$ cat config.mk
export PLATFORM = sky130hd
export DESIGN_NAME = pmrc_top
export DESIGN_NICKNAME = d
export VERILOG_FILES = /design/src/verilog/pmrc_pkg.sv /design/src/verilog/pmrc_top.sv /design/src/verilog/pmrc_sync.sv
export SDC_FILE = /design/constraint.sdc
export NUM_CORES = 1
export LEC_CHECK = 0
export ABC_AREA = 1
export BUFFER_PORTS_ARGS = -buffer_cell sky130_fd_sc_hd__buf_2
export CORE_UTILIZATION = 35
export CTS_CLUSTER_SIZE = 10
export DETAILED_ROUTE_END_ITERATION = 7
export GPL_TIMING_DRIVEN = 0
export RECOVER_POWER = 50
export SYNTH_ARGS = -nofsm -noshare
export SYNTH_HDL_FRONTEND = slang
export SYNTH_SLANG_ARGS = --single-unit
export TNS_END_PERCENT = 50
$ cat constraint.sdc
create_clock -name ref_clk -period 2.01 [get_ports ref_clk]
set_input_delay 0.1005 -clock ref_clk [delete_from_list [all_inputs] [get_ports ref_clk]]
set_output_delay 0.1005 -clock ref_clk [all_outputs]
set_load 0.1 [all_outputs]
$ cat src/verilog/pmrc_pkg.sv
// Package: register map, field positions, reset values and types for power mode control
package pmrc_pkg;

  // ============================================================
  // Special function register addresses
  localparam logic [7:0] REG_ADDR_VREG = 8'hC9;
  localparam logic [7:0] REG_ADDR_POWER_CONTROL_REGISTER = 8'h87;
  localparam logic [7:0] REG_ADDR_OSC = 8'hB2;

  // ============================================================
  // Voltage regulator control fields
  localparam int VREG_PRI_DIS_BIT = 7;
  localparam int VREG_VBUS_BIT = 6;
  localparam int VREG_PRI_LP_BIT = 4;
  localparam int VREG_STOP_SHDN_BIT = 3;
  localparam int VREG_CORE_LP_BIT = 1;
  localparam logic [7:0] VREG_WRITE_MASK = 8'h9A;
  localparam logic [7:0] VREG_RESET = 8'h00;

  // ============================================================
  // Power control fields
  localparam int POWER_CONTROL_REGISTER_IDLE_BIT = 0;
  localparam int POWER_CONTROL_REGISTER_STOP_BIT = 1;
  localparam int POWER_CONTROL_REGISTER_FLAG_LSB = 2;
  localparam int POWER_CONTROL_REGISTER_FLAG_W = 6;
  localparam logic [5:0] POWER_CONTROL_REGISTER_FLAG_RESET = 6'h00;

  // ============================================================
  // Oscillator control fields
  localparam int OSC_SUSPEND_BIT = 5;
  localparam logic [7:0] OSC_RESET = 8'h00;

  // ============================================================
  // Reset vector
  localparam logic [15:0] RESET_VECTOR = 16'h0000;

  // ============================================================
  // Mode states, one-hot
  typedef enum logic [3:0] {
    MODE_RUN = 4'h1,
    MODE_IDLE = 4'h2,
    MODE_STOP = 4'h4,
    MODE_SUSPEND = 4'h8
  } pmrc_mode_type;

  // Special function register bus from the core
  typedef struct packed {
    logic wr;
    logic rd;
    logic [7:0] addr;
    logic [7:0] wdata;
  } pmrc_sfr_req_type;

  // Controls towards regulators and clock tree
  typedef struct packed {
    logic pri_reg_disable;
    logic pri_reg_low_power;
    logic core_reg_low_power;
    logic core_reg_shutdown;
    logic cpu_halt;
    logic int_osc_stop;
    logic hf_osc_halt;
    logic periph_clk_stop;
  } pmrc_ctrl_type;

endpackage

$ cat src/verilog/pmrc_top.sv
// Voltage regulator control register and idle/stop/suspend mode sequencer
//
// Functional notes
// - Bit 7 disables primary regulator when 1; read/write, resets to 0.
// - Bit 6 read-only, live bus-voltage level.
// - Bit 4 high puts primary regulator in low-power suspend mode.
// - Stop-shutdown bit 0 keeps core regulator active in stop mode.
// - Stop-shutdown 1 turns core regulator off; only pin reset wakes.
// - Bit 1 high puts core regulator in low-power mode.
// - Exactly three software modes: idle, stop and suspend.
// - Writing idle bit halts CPU after the writing instruction.
// - Idle keeps registers, memory and peripherals running.
// - Enabled interrupt ends idle, clears idle bit, resumes CPU.
// - Reset during idle ends it; restart at address zero.
// - Watchdog timeout reset terminates idle.
// - Stop halts CPU, internal oscillator, interrupts and timers except clock detector.
// - Suspend halts high-frequency oscillator, CPU runs elsewhere, USB wakes.
// - Writing stop bit enters stop after the writing instruction.
// - Stop ends only by internal or external reset.
// - Suspend bit halts high-frequency oscillator after the writing instruction.
// - Stop and idle bits always read as zero.
module pmrc_top (
  // Clock and reset
  input wire logic ref_clk,
  input wire logic rst,
  // Register access from the core
  input wire pmrc_pkg::pmrc_sfr_req_type sfr_req,
  input wire logic instr_done,
  output logic [7:0] sfr_rdata,
  output logic sfr_rvalid,
  // Wake and reset sources
  input wire logic irq_pending,
  input wire logic usb_resume,
  input wire logic watchdog_reset,
  input wire logic clock_detector_reset,
  input wire logic pin_reset,
  // Bus voltage pin
  input wire logic vbus_pin,
  // Controls and status
  output pmrc_pkg::pmrc_ctrl_type ctrl,
  output logic core_reset_req,
  output logic [15:0] restart_vector,
  output logic [3:0] mode_state
);

  pmrc_pkg::pmrc_mode_type mode_r;
  pmrc_pkg::pmrc_mode_type mode_nxt;
  logic [7:0] vreg_r;
  logic [7:0] osc_r;
  logic [5:0] flags_r;
  logic idle_req_r;
  logic stop_req_r;
  logic susp_req_r;
  logic vbus_sync;
  logic wr_vreg;
  logic wr_power_control_register;
  logic wr_osc;
  logic int_reset;
  logic any_reset;

  // ============================================================
  // Bus voltage input, synchronised
  pmrc_sync #(
    .WIDTH(1)
  ) u_vbus_sync (
    .ref_clk(ref_clk),
    .rst(rst),
    .async_in(vbus_pin),
    .sync_out(vbus_sync)
  );

  // ============================================================
  // Address decode
  always_comb
  begin
    wr_vreg = 1'b0;
    wr_power_control_register = 1'b0;
    wr_osc = 1'b0;
    if (sfr_req.wr && sfr_req.addr == pmrc_pkg::REG_ADDR_VREG)
      wr_vreg = 1'b1;
    else if (sfr_req.wr && sfr_req.addr == pmrc_pkg::REG_ADDR_POWER_CONTROL_REGISTER)
      wr_power_control_register = 1'b1;
    else if (sfr_req.wr && sfr_req.addr == pmrc_pkg::REG_ADDR_OSC)
      wr_osc = 1'b1;
  end

  // Internal resets reach the core only while its regulator is powered
  always_comb
  begin
    int_reset = watchdog_reset || clock_detector_reset;
    // Timers are frozen in stop; only the clock detector can still fire
    if (mode_r == pmrc_pkg::MODE_STOP)
      int_reset = clock_detector_reset;
    if (mode_r == pmrc_pkg::MODE_STOP && vreg_r[pmrc_pkg::VREG_STOP_SHDN_BIT])
      int_reset = 1'b0;
    any_reset = pin_reset || int_reset;
  end

  // ============================================================
  // Voltage regulator control register
  // Reserved bits are dropped so they always read back as zero
  always_ff @(posedge ref_clk or posedge rst)
  begin
    if (rst)
      vreg_r <= pmrc_pkg::VREG_RESET;
    else if (wr_vreg)
      vreg_r <= sfr_req.wdata & pmrc_pkg::VREG_WRITE_MASK;
  end

  // General purpose flags survive mode changes
  always_ff @(posedge ref_clk or posedge rst)
  begin
    if (rst)
      flags_r <= pmrc_pkg::POWER_CONTROL_REGISTER_FLAG_RESET;
    else if (wr_power_control_register)
      flags_r <= sfr_req.wdata[pmrc_pkg::POWER_CONTROL_REGISTER_FLAG_LSB +: pmrc_pkg::POWER_CONTROL_REGISTER_FLAG_W];
  end

  // Suspend bit clears itself on wake; a reset also clears it
  always_ff @(posedge ref_clk or posedge rst)
  begin
    if (rst)
      osc_r <= pmrc_pkg::OSC_RESET;
    else if (any_reset)
      osc_r <= pmrc_pkg::OSC_RESET;
    else if (wr_osc)
      osc_r <= sfr_req.wdata;
    else if (mode_r == pmrc_pkg::MODE_SUSPEND && usb_resume)
      osc_r[pmrc_pkg::OSC_SUSPEND_BIT] <= 1'b0;
  end

  // ============================================================
  // Mode requests held until the writing instruction completes
  // A write beside a completion is kept; only a reset in the same cycle drops the request
  always_ff @(posedge ref_clk or posedge rst)
  begin
    if (rst)
      idle_req_r <= 1'b0;
    else if (any_reset)
      idle_req_r <= 1'b0;
    else if (wr_power_control_register && sfr_req.wdata[pmrc_pkg::POWER_CONTROL_REGISTER_IDLE_BIT])
      idle_req_r <= 1'b1;
    else if (instr_done)
      idle_req_r <= 1'b0;
  end

  always_ff @(posedge ref_clk or posedge rst)
  begin
    if (rst)
      stop_req_r <= 1'b0;
    else if (any_reset)
      stop_req_r <= 1'b0;
    else if (wr_power_control_register && sfr_req.wdata[pmrc_pkg::POWER_CONTROL_REGISTER_STOP_BIT])
      stop_req_r <= 1'b1;
    else if (instr_done)
      stop_req_r <= 1'b0;
  end

  always_ff @(posedge ref_clk or posedge rst)
  begin
    if (rst)
      susp_req_r <= 1'b0;
    else if (any_reset)
      susp_req_r <= 1'b0;
    else if (wr_osc && sfr_req.wdata[pmrc_pkg::OSC_SUSPEND_BIT])
      susp_req_r <= 1'b1;
    else if (instr_done)
      susp_req_r <= 1'b0;
  end

  // ============================================================
  // Mode sequencer
  always_comb
  begin
    mode_nxt = mode_r;
    case (mode_r)
      pmrc_pkg::MODE_RUN:
      begin
        if (instr_done && stop_req_r)
          mode_nxt = pmrc_pkg::MODE_STOP;
        else if (instr_done && idle_req_r)
          mode_nxt = pmrc_pkg::MODE_IDLE;
        else if (instr_done && susp_req_r)
          mode_nxt = pmrc_pkg::MODE_SUSPEND;
      end
      pmrc_pkg::MODE_IDLE:
      begin
        if (any_reset || irq_pending)
          mode_nxt = pmrc_pkg::MODE_RUN;
      end
      pmrc_pkg::MODE_STOP:
      begin
        if (any_reset)
          mode_nxt = pmrc_pkg::MODE_RUN;
      end
      pmrc_pkg::MODE_SUSPEND:
      begin
        if (any_reset || usb_resume)
          mode_nxt = pmrc_pkg::MODE_RUN;
      end
      default:
        mode_nxt = pmrc_pkg::MODE_RUN;
    endcase
    // Reset wins over every wake and every entry
    if (any_reset)
      mode_nxt = pmrc_pkg::MODE_RUN;
  end

  always_ff @(posedge ref_clk or posedge rst)
  begin
    if (rst)
      mode_r <= pmrc_pkg::MODE_RUN;
    else
      mode_r <= mode_nxt;
  end

  // ============================================================
  // Register read port
  always_ff @(posedge ref_clk or posedge rst)
  begin
    if (rst)
      sfr_rvalid <= 1'b0;
    else
      sfr_rvalid <= sfr_req.rd;
  end

  // Data drops to zero between reads so no stale value lingers
  always_ff @(posedge ref_clk or posedge rst)
  begin
    if (rst)
      sfr_rdata <= 8'h00;
    else
    begin
      if (!sfr_req.rd)
        sfr_rdata <= 8'h00;
      else if (sfr_req.addr == pmrc_pkg::REG_ADDR_VREG)
      begin
        // Bit 6 shows the synchronised pin, not a stored bit
        sfr_rdata <= vreg_r;
        sfr_rdata[pmrc_pkg::VREG_VBUS_BIT] <= vbus_sync;
      end
      else if (sfr_req.addr == pmrc_pkg::REG_ADDR_POWER_CONTROL_REGISTER)
        sfr_rdata <= {flags_r, 2'h0};
      else if (sfr_req.addr == pmrc_pkg::REG_ADDR_OSC)
        sfr_rdata <= osc_r;
      else
        sfr_rdata <= 8'h00;
    end
  end

  // ============================================================
  // Control outputs; idle stops only the CPU clock
  always_ff @(posedge ref_clk or posedge rst)
  begin
    if (rst)
    begin
      ctrl <= '0;
    end
    else
    begin
      ctrl.pri_reg_disable <= vreg_r[pmrc_pkg::VREG_PRI_DIS_BIT];
      ctrl.pri_reg_low_power <= vreg_r[pmrc_pkg::VREG_PRI_LP_BIT];
      ctrl.core_reg_low_power <= vreg_r[pmrc_pkg::VREG_CORE_LP_BIT];
      ctrl.core_reg_shutdown <= (mode_nxt == pmrc_pkg::MODE_STOP) &&
        vreg_r[pmrc_pkg::VREG_STOP_SHDN_BIT];
      ctrl.cpu_halt <= (mode_nxt == pmrc_pkg::MODE_IDLE) ||
        (mode_nxt == pmrc_pkg::MODE_STOP);
      ctrl.int_osc_stop <= (mode_nxt == pmrc_pkg::MODE_STOP);
      ctrl.hf_osc_halt <= (mode_nxt == pmrc_pkg::MODE_STOP) ||
        (mode_nxt == pmrc_pkg::MODE_SUSPEND);
      ctrl.periph_clk_stop <= (mode_nxt == pmrc_pkg::MODE_STOP);
    end
  end

  // One cycle per accepted reset; the core restarts from the fixed vector
  always_ff @(posedge ref_clk or posedge rst)
  begin
    if (rst)
      core_reset_req <= 1'b0;
    else
      core_reset_req <= any_reset;
  end

  always_ff @(posedge ref_clk or posedge rst)
  begin
    if (rst)
      restart_vector <= pmrc_pkg::RESET_VECTOR;
    else
      restart_vector <= pmrc_pkg::RESET_VECTOR;
  end

  // Status follows the sequencer so it lines up with the controls
  always_ff @(posedge ref_clk or posedge rst)
  begin
    if (rst)
      mode_state <= pmrc_pkg::MODE_RUN;
    else
      mode_state <= mode_nxt;
  end

endmodule

$ cat src/verilog/pmrc_sync.sv
// Two-flop synchroniser for asynchronous level inputs
module pmrc_sync #(
  parameter int WIDTH = 1
) (
  // Clock and reset
  input wire logic ref_clk,
  input wire logic rst,
  // Data
  input wire logic [WIDTH-1:0] async_in,
  output logic [WIDTH-1:0] sync_out
);

  logic [WIDTH-1:0] stage1_r;

  // ============================================================
  // First stage feeds only the second
  always_ff @(posedge ref_clk or posedge rst)
  begin
    if (rst)
    begin
      stage1_r <= '0;
      sync_out <= '0;
    end
    else
    begin
      stage1_r <= async_in;
      sync_out <= stage1_r;
    end
  end

endmodule

---- Word level (Yosys, flattened, before mapping) ----
Cells that the tools add are included.
storage, ports and cells
  register bits ........................... 44
  input bits .............................. 27
  output and inout bits ................... 38
  word-level logic and storage cells ...... 84
operators by class
  equality and inequality tests ........... 10
  mux-type cells .......................... 31
  reductions and logical operators ........ 23
operators with widths
  operator            number
  $mux 8              5
  $eq 8x8->1 const B  3
  $mux 4              6
  $mux 1              17
  $pmux 4 s4          1
  $logic_and 1x1->1   12
  $reduce_bool 3->1   4
  $eq 4x2->1 const B  2
  $eq 4x3->1 const B  2
  $eq 4x4->1 const B  2
  $logic_or 1x1->1    6
  $mux 5              1
  $eq 4x1->1 const B  1
  $mux 2              1
  $reduce_bool 2->1   1

---- Depth between registers and ports, before layout ----
  depth in word-level cells ............... 10
  depth in mapped cells ................... 9
  depth with buffers taken out ............ 9

---- Modules after synthesis ----
Synthesis repeated with hierarchy kept, for this count alone.
second synthesis, totals
  cell total of the unflattened synthesis .. 268
  area, all modules ....................... 2197.1 µm²
by module, submodules not included
  module     instances  cells an instance  area an instance (µm²)
  pmrc_top   1          265                2143.3
  pmrc_sync  1          3                  53.8

---- Worst setup path before layout ----
Ideal clock, no wire load.
  path type ............................... register -> register
  start point ............................. register mode_state[1] (netlist name)
  end point ............................... register osc_r[5]
  data arrival time ....................... 1757 ps
  required time ........................... 1893 ps
  slack ................................... 136 ps
  cell stages (with the launch flop) ...... 9
  clock period less this slack ............ 1874 ps
  cells stage by stage .................... dfrtp_1 > nor2_1 > nand2_1 > nand2_2 > nand2_4 > clkinv_2 > buf_6 > nand3_1 > nand2_1
RTL lines
  what                  line             RTL
  to (signal assigned)  pmrc_top.sv:123  osc_r <= pmrc_pkg::OSC_RESET;
  to (signal assigned)  pmrc_top.sv:125  osc_r <= pmrc_pkg::OSC_RESET;
  to (signal assigned)  pmrc_top.sv:127  osc_r <= sfr_req.wdata;
  to (decl)             pmrc_top.sv:49   logic [7:0] osc_r;

==> flow_summary.toml <==
[routing]
dr.pass1.iters = 4
drc = 0
met1_length_microns = 2190
ant_nets = 0
dr.max_layer_used = "met4"
route.final.wire_length_microns = 4820
drt_iter0_drc = 90
num_vias = 1828
routedWlPerCell_microns = 11.7
via_per_inst = 4.44
wl_met3_microns = 259
wl_met2_microns = 2300

[run]
maxCapViolCount = 0

[synth]
synthSimpleGateAreaFrac_pct = 34.4
syn_area_sq_um = 2210
synth_area_leader_cell = "dfrtp_1"
yosysSeqAreaShare_pct = 50.0
yosys.cell_count.top_type = "nand2_1"
netlist.area_leader.share_pct = 48.8
synth-seq-cells = 44
synth_compound_area_share_pct = 4.03
yosys_most_used_dff = "dfrtp_1"
synth_edf_count = 0
synth.distinct_cells = 23
synthAdderAreaFrac_pct = 0
synthCells = 262
yosys-top-cells-area = "dfrtp_1 49%, nand2_1 13%, nand3_1 9.1%, buf_4 5.8%, inv_1 3.6%"
synthMuxAreaShare_pct = 0
ys.warnings.count = 0
synthTopCellsByCount = "76 x nand2_1, 43 x dfrtp_1, 40 x nand3_1"
synthXorXnorAreaFrac_pct = 0
async_flop_share_pct = 100
synth_top_family_by_area = "simple AND/OR/NAND/NOR gates"
syn_area_per_cell_sq_um = 8.42

[clock_tree]
path_clk_slew_ns = 0.08
clkLatencyLatePin_ns = 0.30
cts_sinks = 44
clockBufferDepth = 2
postCtsSetupBuffers = 0
clockRootBuffer = "clkbuf_8"
cts-buffers-inserted = 5
cts_tree = "yes"
cts-htree-levels = 2

[finish]
fin_util_pct = 45.8
syn_to_final_growth_pct = 24.4
drive_gt1_share_pct = 28.8
antenna_cells = 0
stdcell_area_sq_um = 2750
nets = 363

[hold_path]
hold_class = "input pin to flop"

[global_routing]
grt_pass1_vias = 1740
antenna_found_initial = 0
grt_pass1_wl_microns = 8010
grt_overflow_total = 0
track_usage_pct = 16.2
grt_start_max_net_pins = 34

[sta]
fmax_ghz = 0.674
setup_tns_ns = 0
rsz0062_at_grt = "false"
period_needed_ns = 1.48
finalSetupViolCount = 0
slew_headroom_pct = 47.3
hold_viol = 0
drv_slew = 0
clock_skew_ns = 0.00599
tightest_slew_ns = 0.790
setup_ws_ns = 0.526
period_share_pct = 73.8

[critical_path]
endpoint_kind = "flop"
critPathKind = "flop to flop"
startpoint_type = "flop"
critPathArrivalTime_ns = 1.68
required_ns = 2.21
critPathMaxFanout = 10

[placement]
gp_congestion = 0.852
dpl_cell_area_sq_um = 2620
dpl_worst_slack_ns = 0.530
place_hpwl_microns = 3710
io_buffer_count = 48

[die]
chipWidth_microns = 81.4
io_pins = 65
start_util_pct = 36.8
die_h_microns = 81.4
die-area_sq_um = 6620
num_rows = 28
core_sq_um = 5990

[pwr]
power_leakage_nw = 1.60
peakVddDrop_mv = 0.370
power.density_nw_per_um2 = 709

[run_status]
outcome = "completed"
==> logic make-up (layout without fill, tap and decap cells) <==
kind of cell / count (synthesis) / count (layout)
buffers and inverters: 46 / 106
DFF: 44 / 44
AOI/OAI and AO/OA: 17 / 17
other: 1 / 16
and+or+nand+nor: 154 / 154
==> cell usage in the layout, fill, tap and decap left out, types with 5 or more instances in the layout <==
| cell | instances |
|---|---|
| nand2_1 | 76 |
| nor2_1 | 15 |
| a21oi_1 | 5 |
| dfrtp_1 | 43 |
| buf_2 | 46 |
| buf_4 | 17 |
| nand4_1 | 5 |
| nand3_1 | 40 |
| nor2_4 | 7 |
| conb_1 | 16 |
| clkbuf_8 | 6 |
| o21ai_1 | 11 |
| inv_1 | 21 |
==> worst paths after layout <==
kind | start | slack [ns] | end | cells after the start
hold / removal | sfr_req[6] | 0.01 | flags_r[4]$_DFFE_PP0P_ | 3
setup / recovery | mode_state[0]$_DFF_PP1_ | 0.53 | osc_r[6]$_DFFE_PP0P_ | 8
max in group asynchronous | rst | 0.54 | core_reset_req$_DFF_PP0_ | 4
setup reg to reg | mode_state[0]$_DFF_PP1_ | 0.53 | osc_r[6]$_DFFE_PP0P_ | 8
min in group asynchronous | rst | 0.35 | flags_r[4]$_DFFE_PP0P_ | 3
hold reg to reg | u_vbus_sync.stage1_r$_DFF_PP0_ | 0.35 | u_vbus_sync.sync_out$_DFF_PP0_ | 0
==> power breakdown <==
| part | total, mW | internal, mW | switching, mW |
|---|---|---|---|
| clock network | 0.717 | 0.406 | 0.310 |
| registers | 0.909 | 0.901 | 0.00740 |
| logic | 0.322 | 0.0654 | 0.256 |
| total | 1.95 | 1.37 | 0.574 |
==> stage by stage <==
step | power [mW] | hold slack, ns | instances
final | 1.95 | 0.0137 | 412
after global routing | 2.02 | 0.0185 | 412
after CTS | 1.97 | 0.0114 | 412
after detailed placement | 1.25 | 0.0589 | 401
after global placement | 1.24 | 0.211 | 400
after floorplan | 1.18 | 0.132 | 277
==> critical path: stages (launching register included) <==
cell,delay [ns]
dfstp_2,0.57
nor2_1,0.06
nand2_1,0.13
nand2_2,0.12
nand2_4,0.12
clkinv_2,0.10
buf_6,0.15
nand3_1,0.06
nand2_1,0.06
==> layer usage <==
metal	vias up	track usage (%)
met3	7	3.48
met5	-	0
li1	950	-
met4	0	5.89
met2	53	26.3
met1	818	21.0
==> what timing repair did <==
| item | 4_1_cts | 5_1_grt |
|---|---|---|
| resized for setup | 0 | 0 |
| hold endpoints to repair | 13 | 0 |
| hold buffers | 3 | 0 |
==> area by class of cell <==
class | count | area (sq um)
fill | 613 | 3250
sequential | 44 | 1100
multi-input combinational | 187 | 902
timing repair buffer | 52 | 273
buffer | 20 | 154
inverter | 26 | 98.8
tap | 75 | 93.8
clock buffer | 6 | 82.6
clock inverter | 2 | 38.8
==> flip-flops by register name (all words and copies together) (netlist names) <==
name	cells
osc_r	8
sfr_rdata	8
ctrl	7
flags_r	6
mode_state	4
vreg_r	4
core_reset_req	1
idle_req_r	1
sfr_rvalid	1
stop_req_r	1
susp_req_r	1
u_vbus_sync.stage1_r	1
u_vbus_sync.sync_out	1
Note: power is estimated with default switching activity, not from simulation.
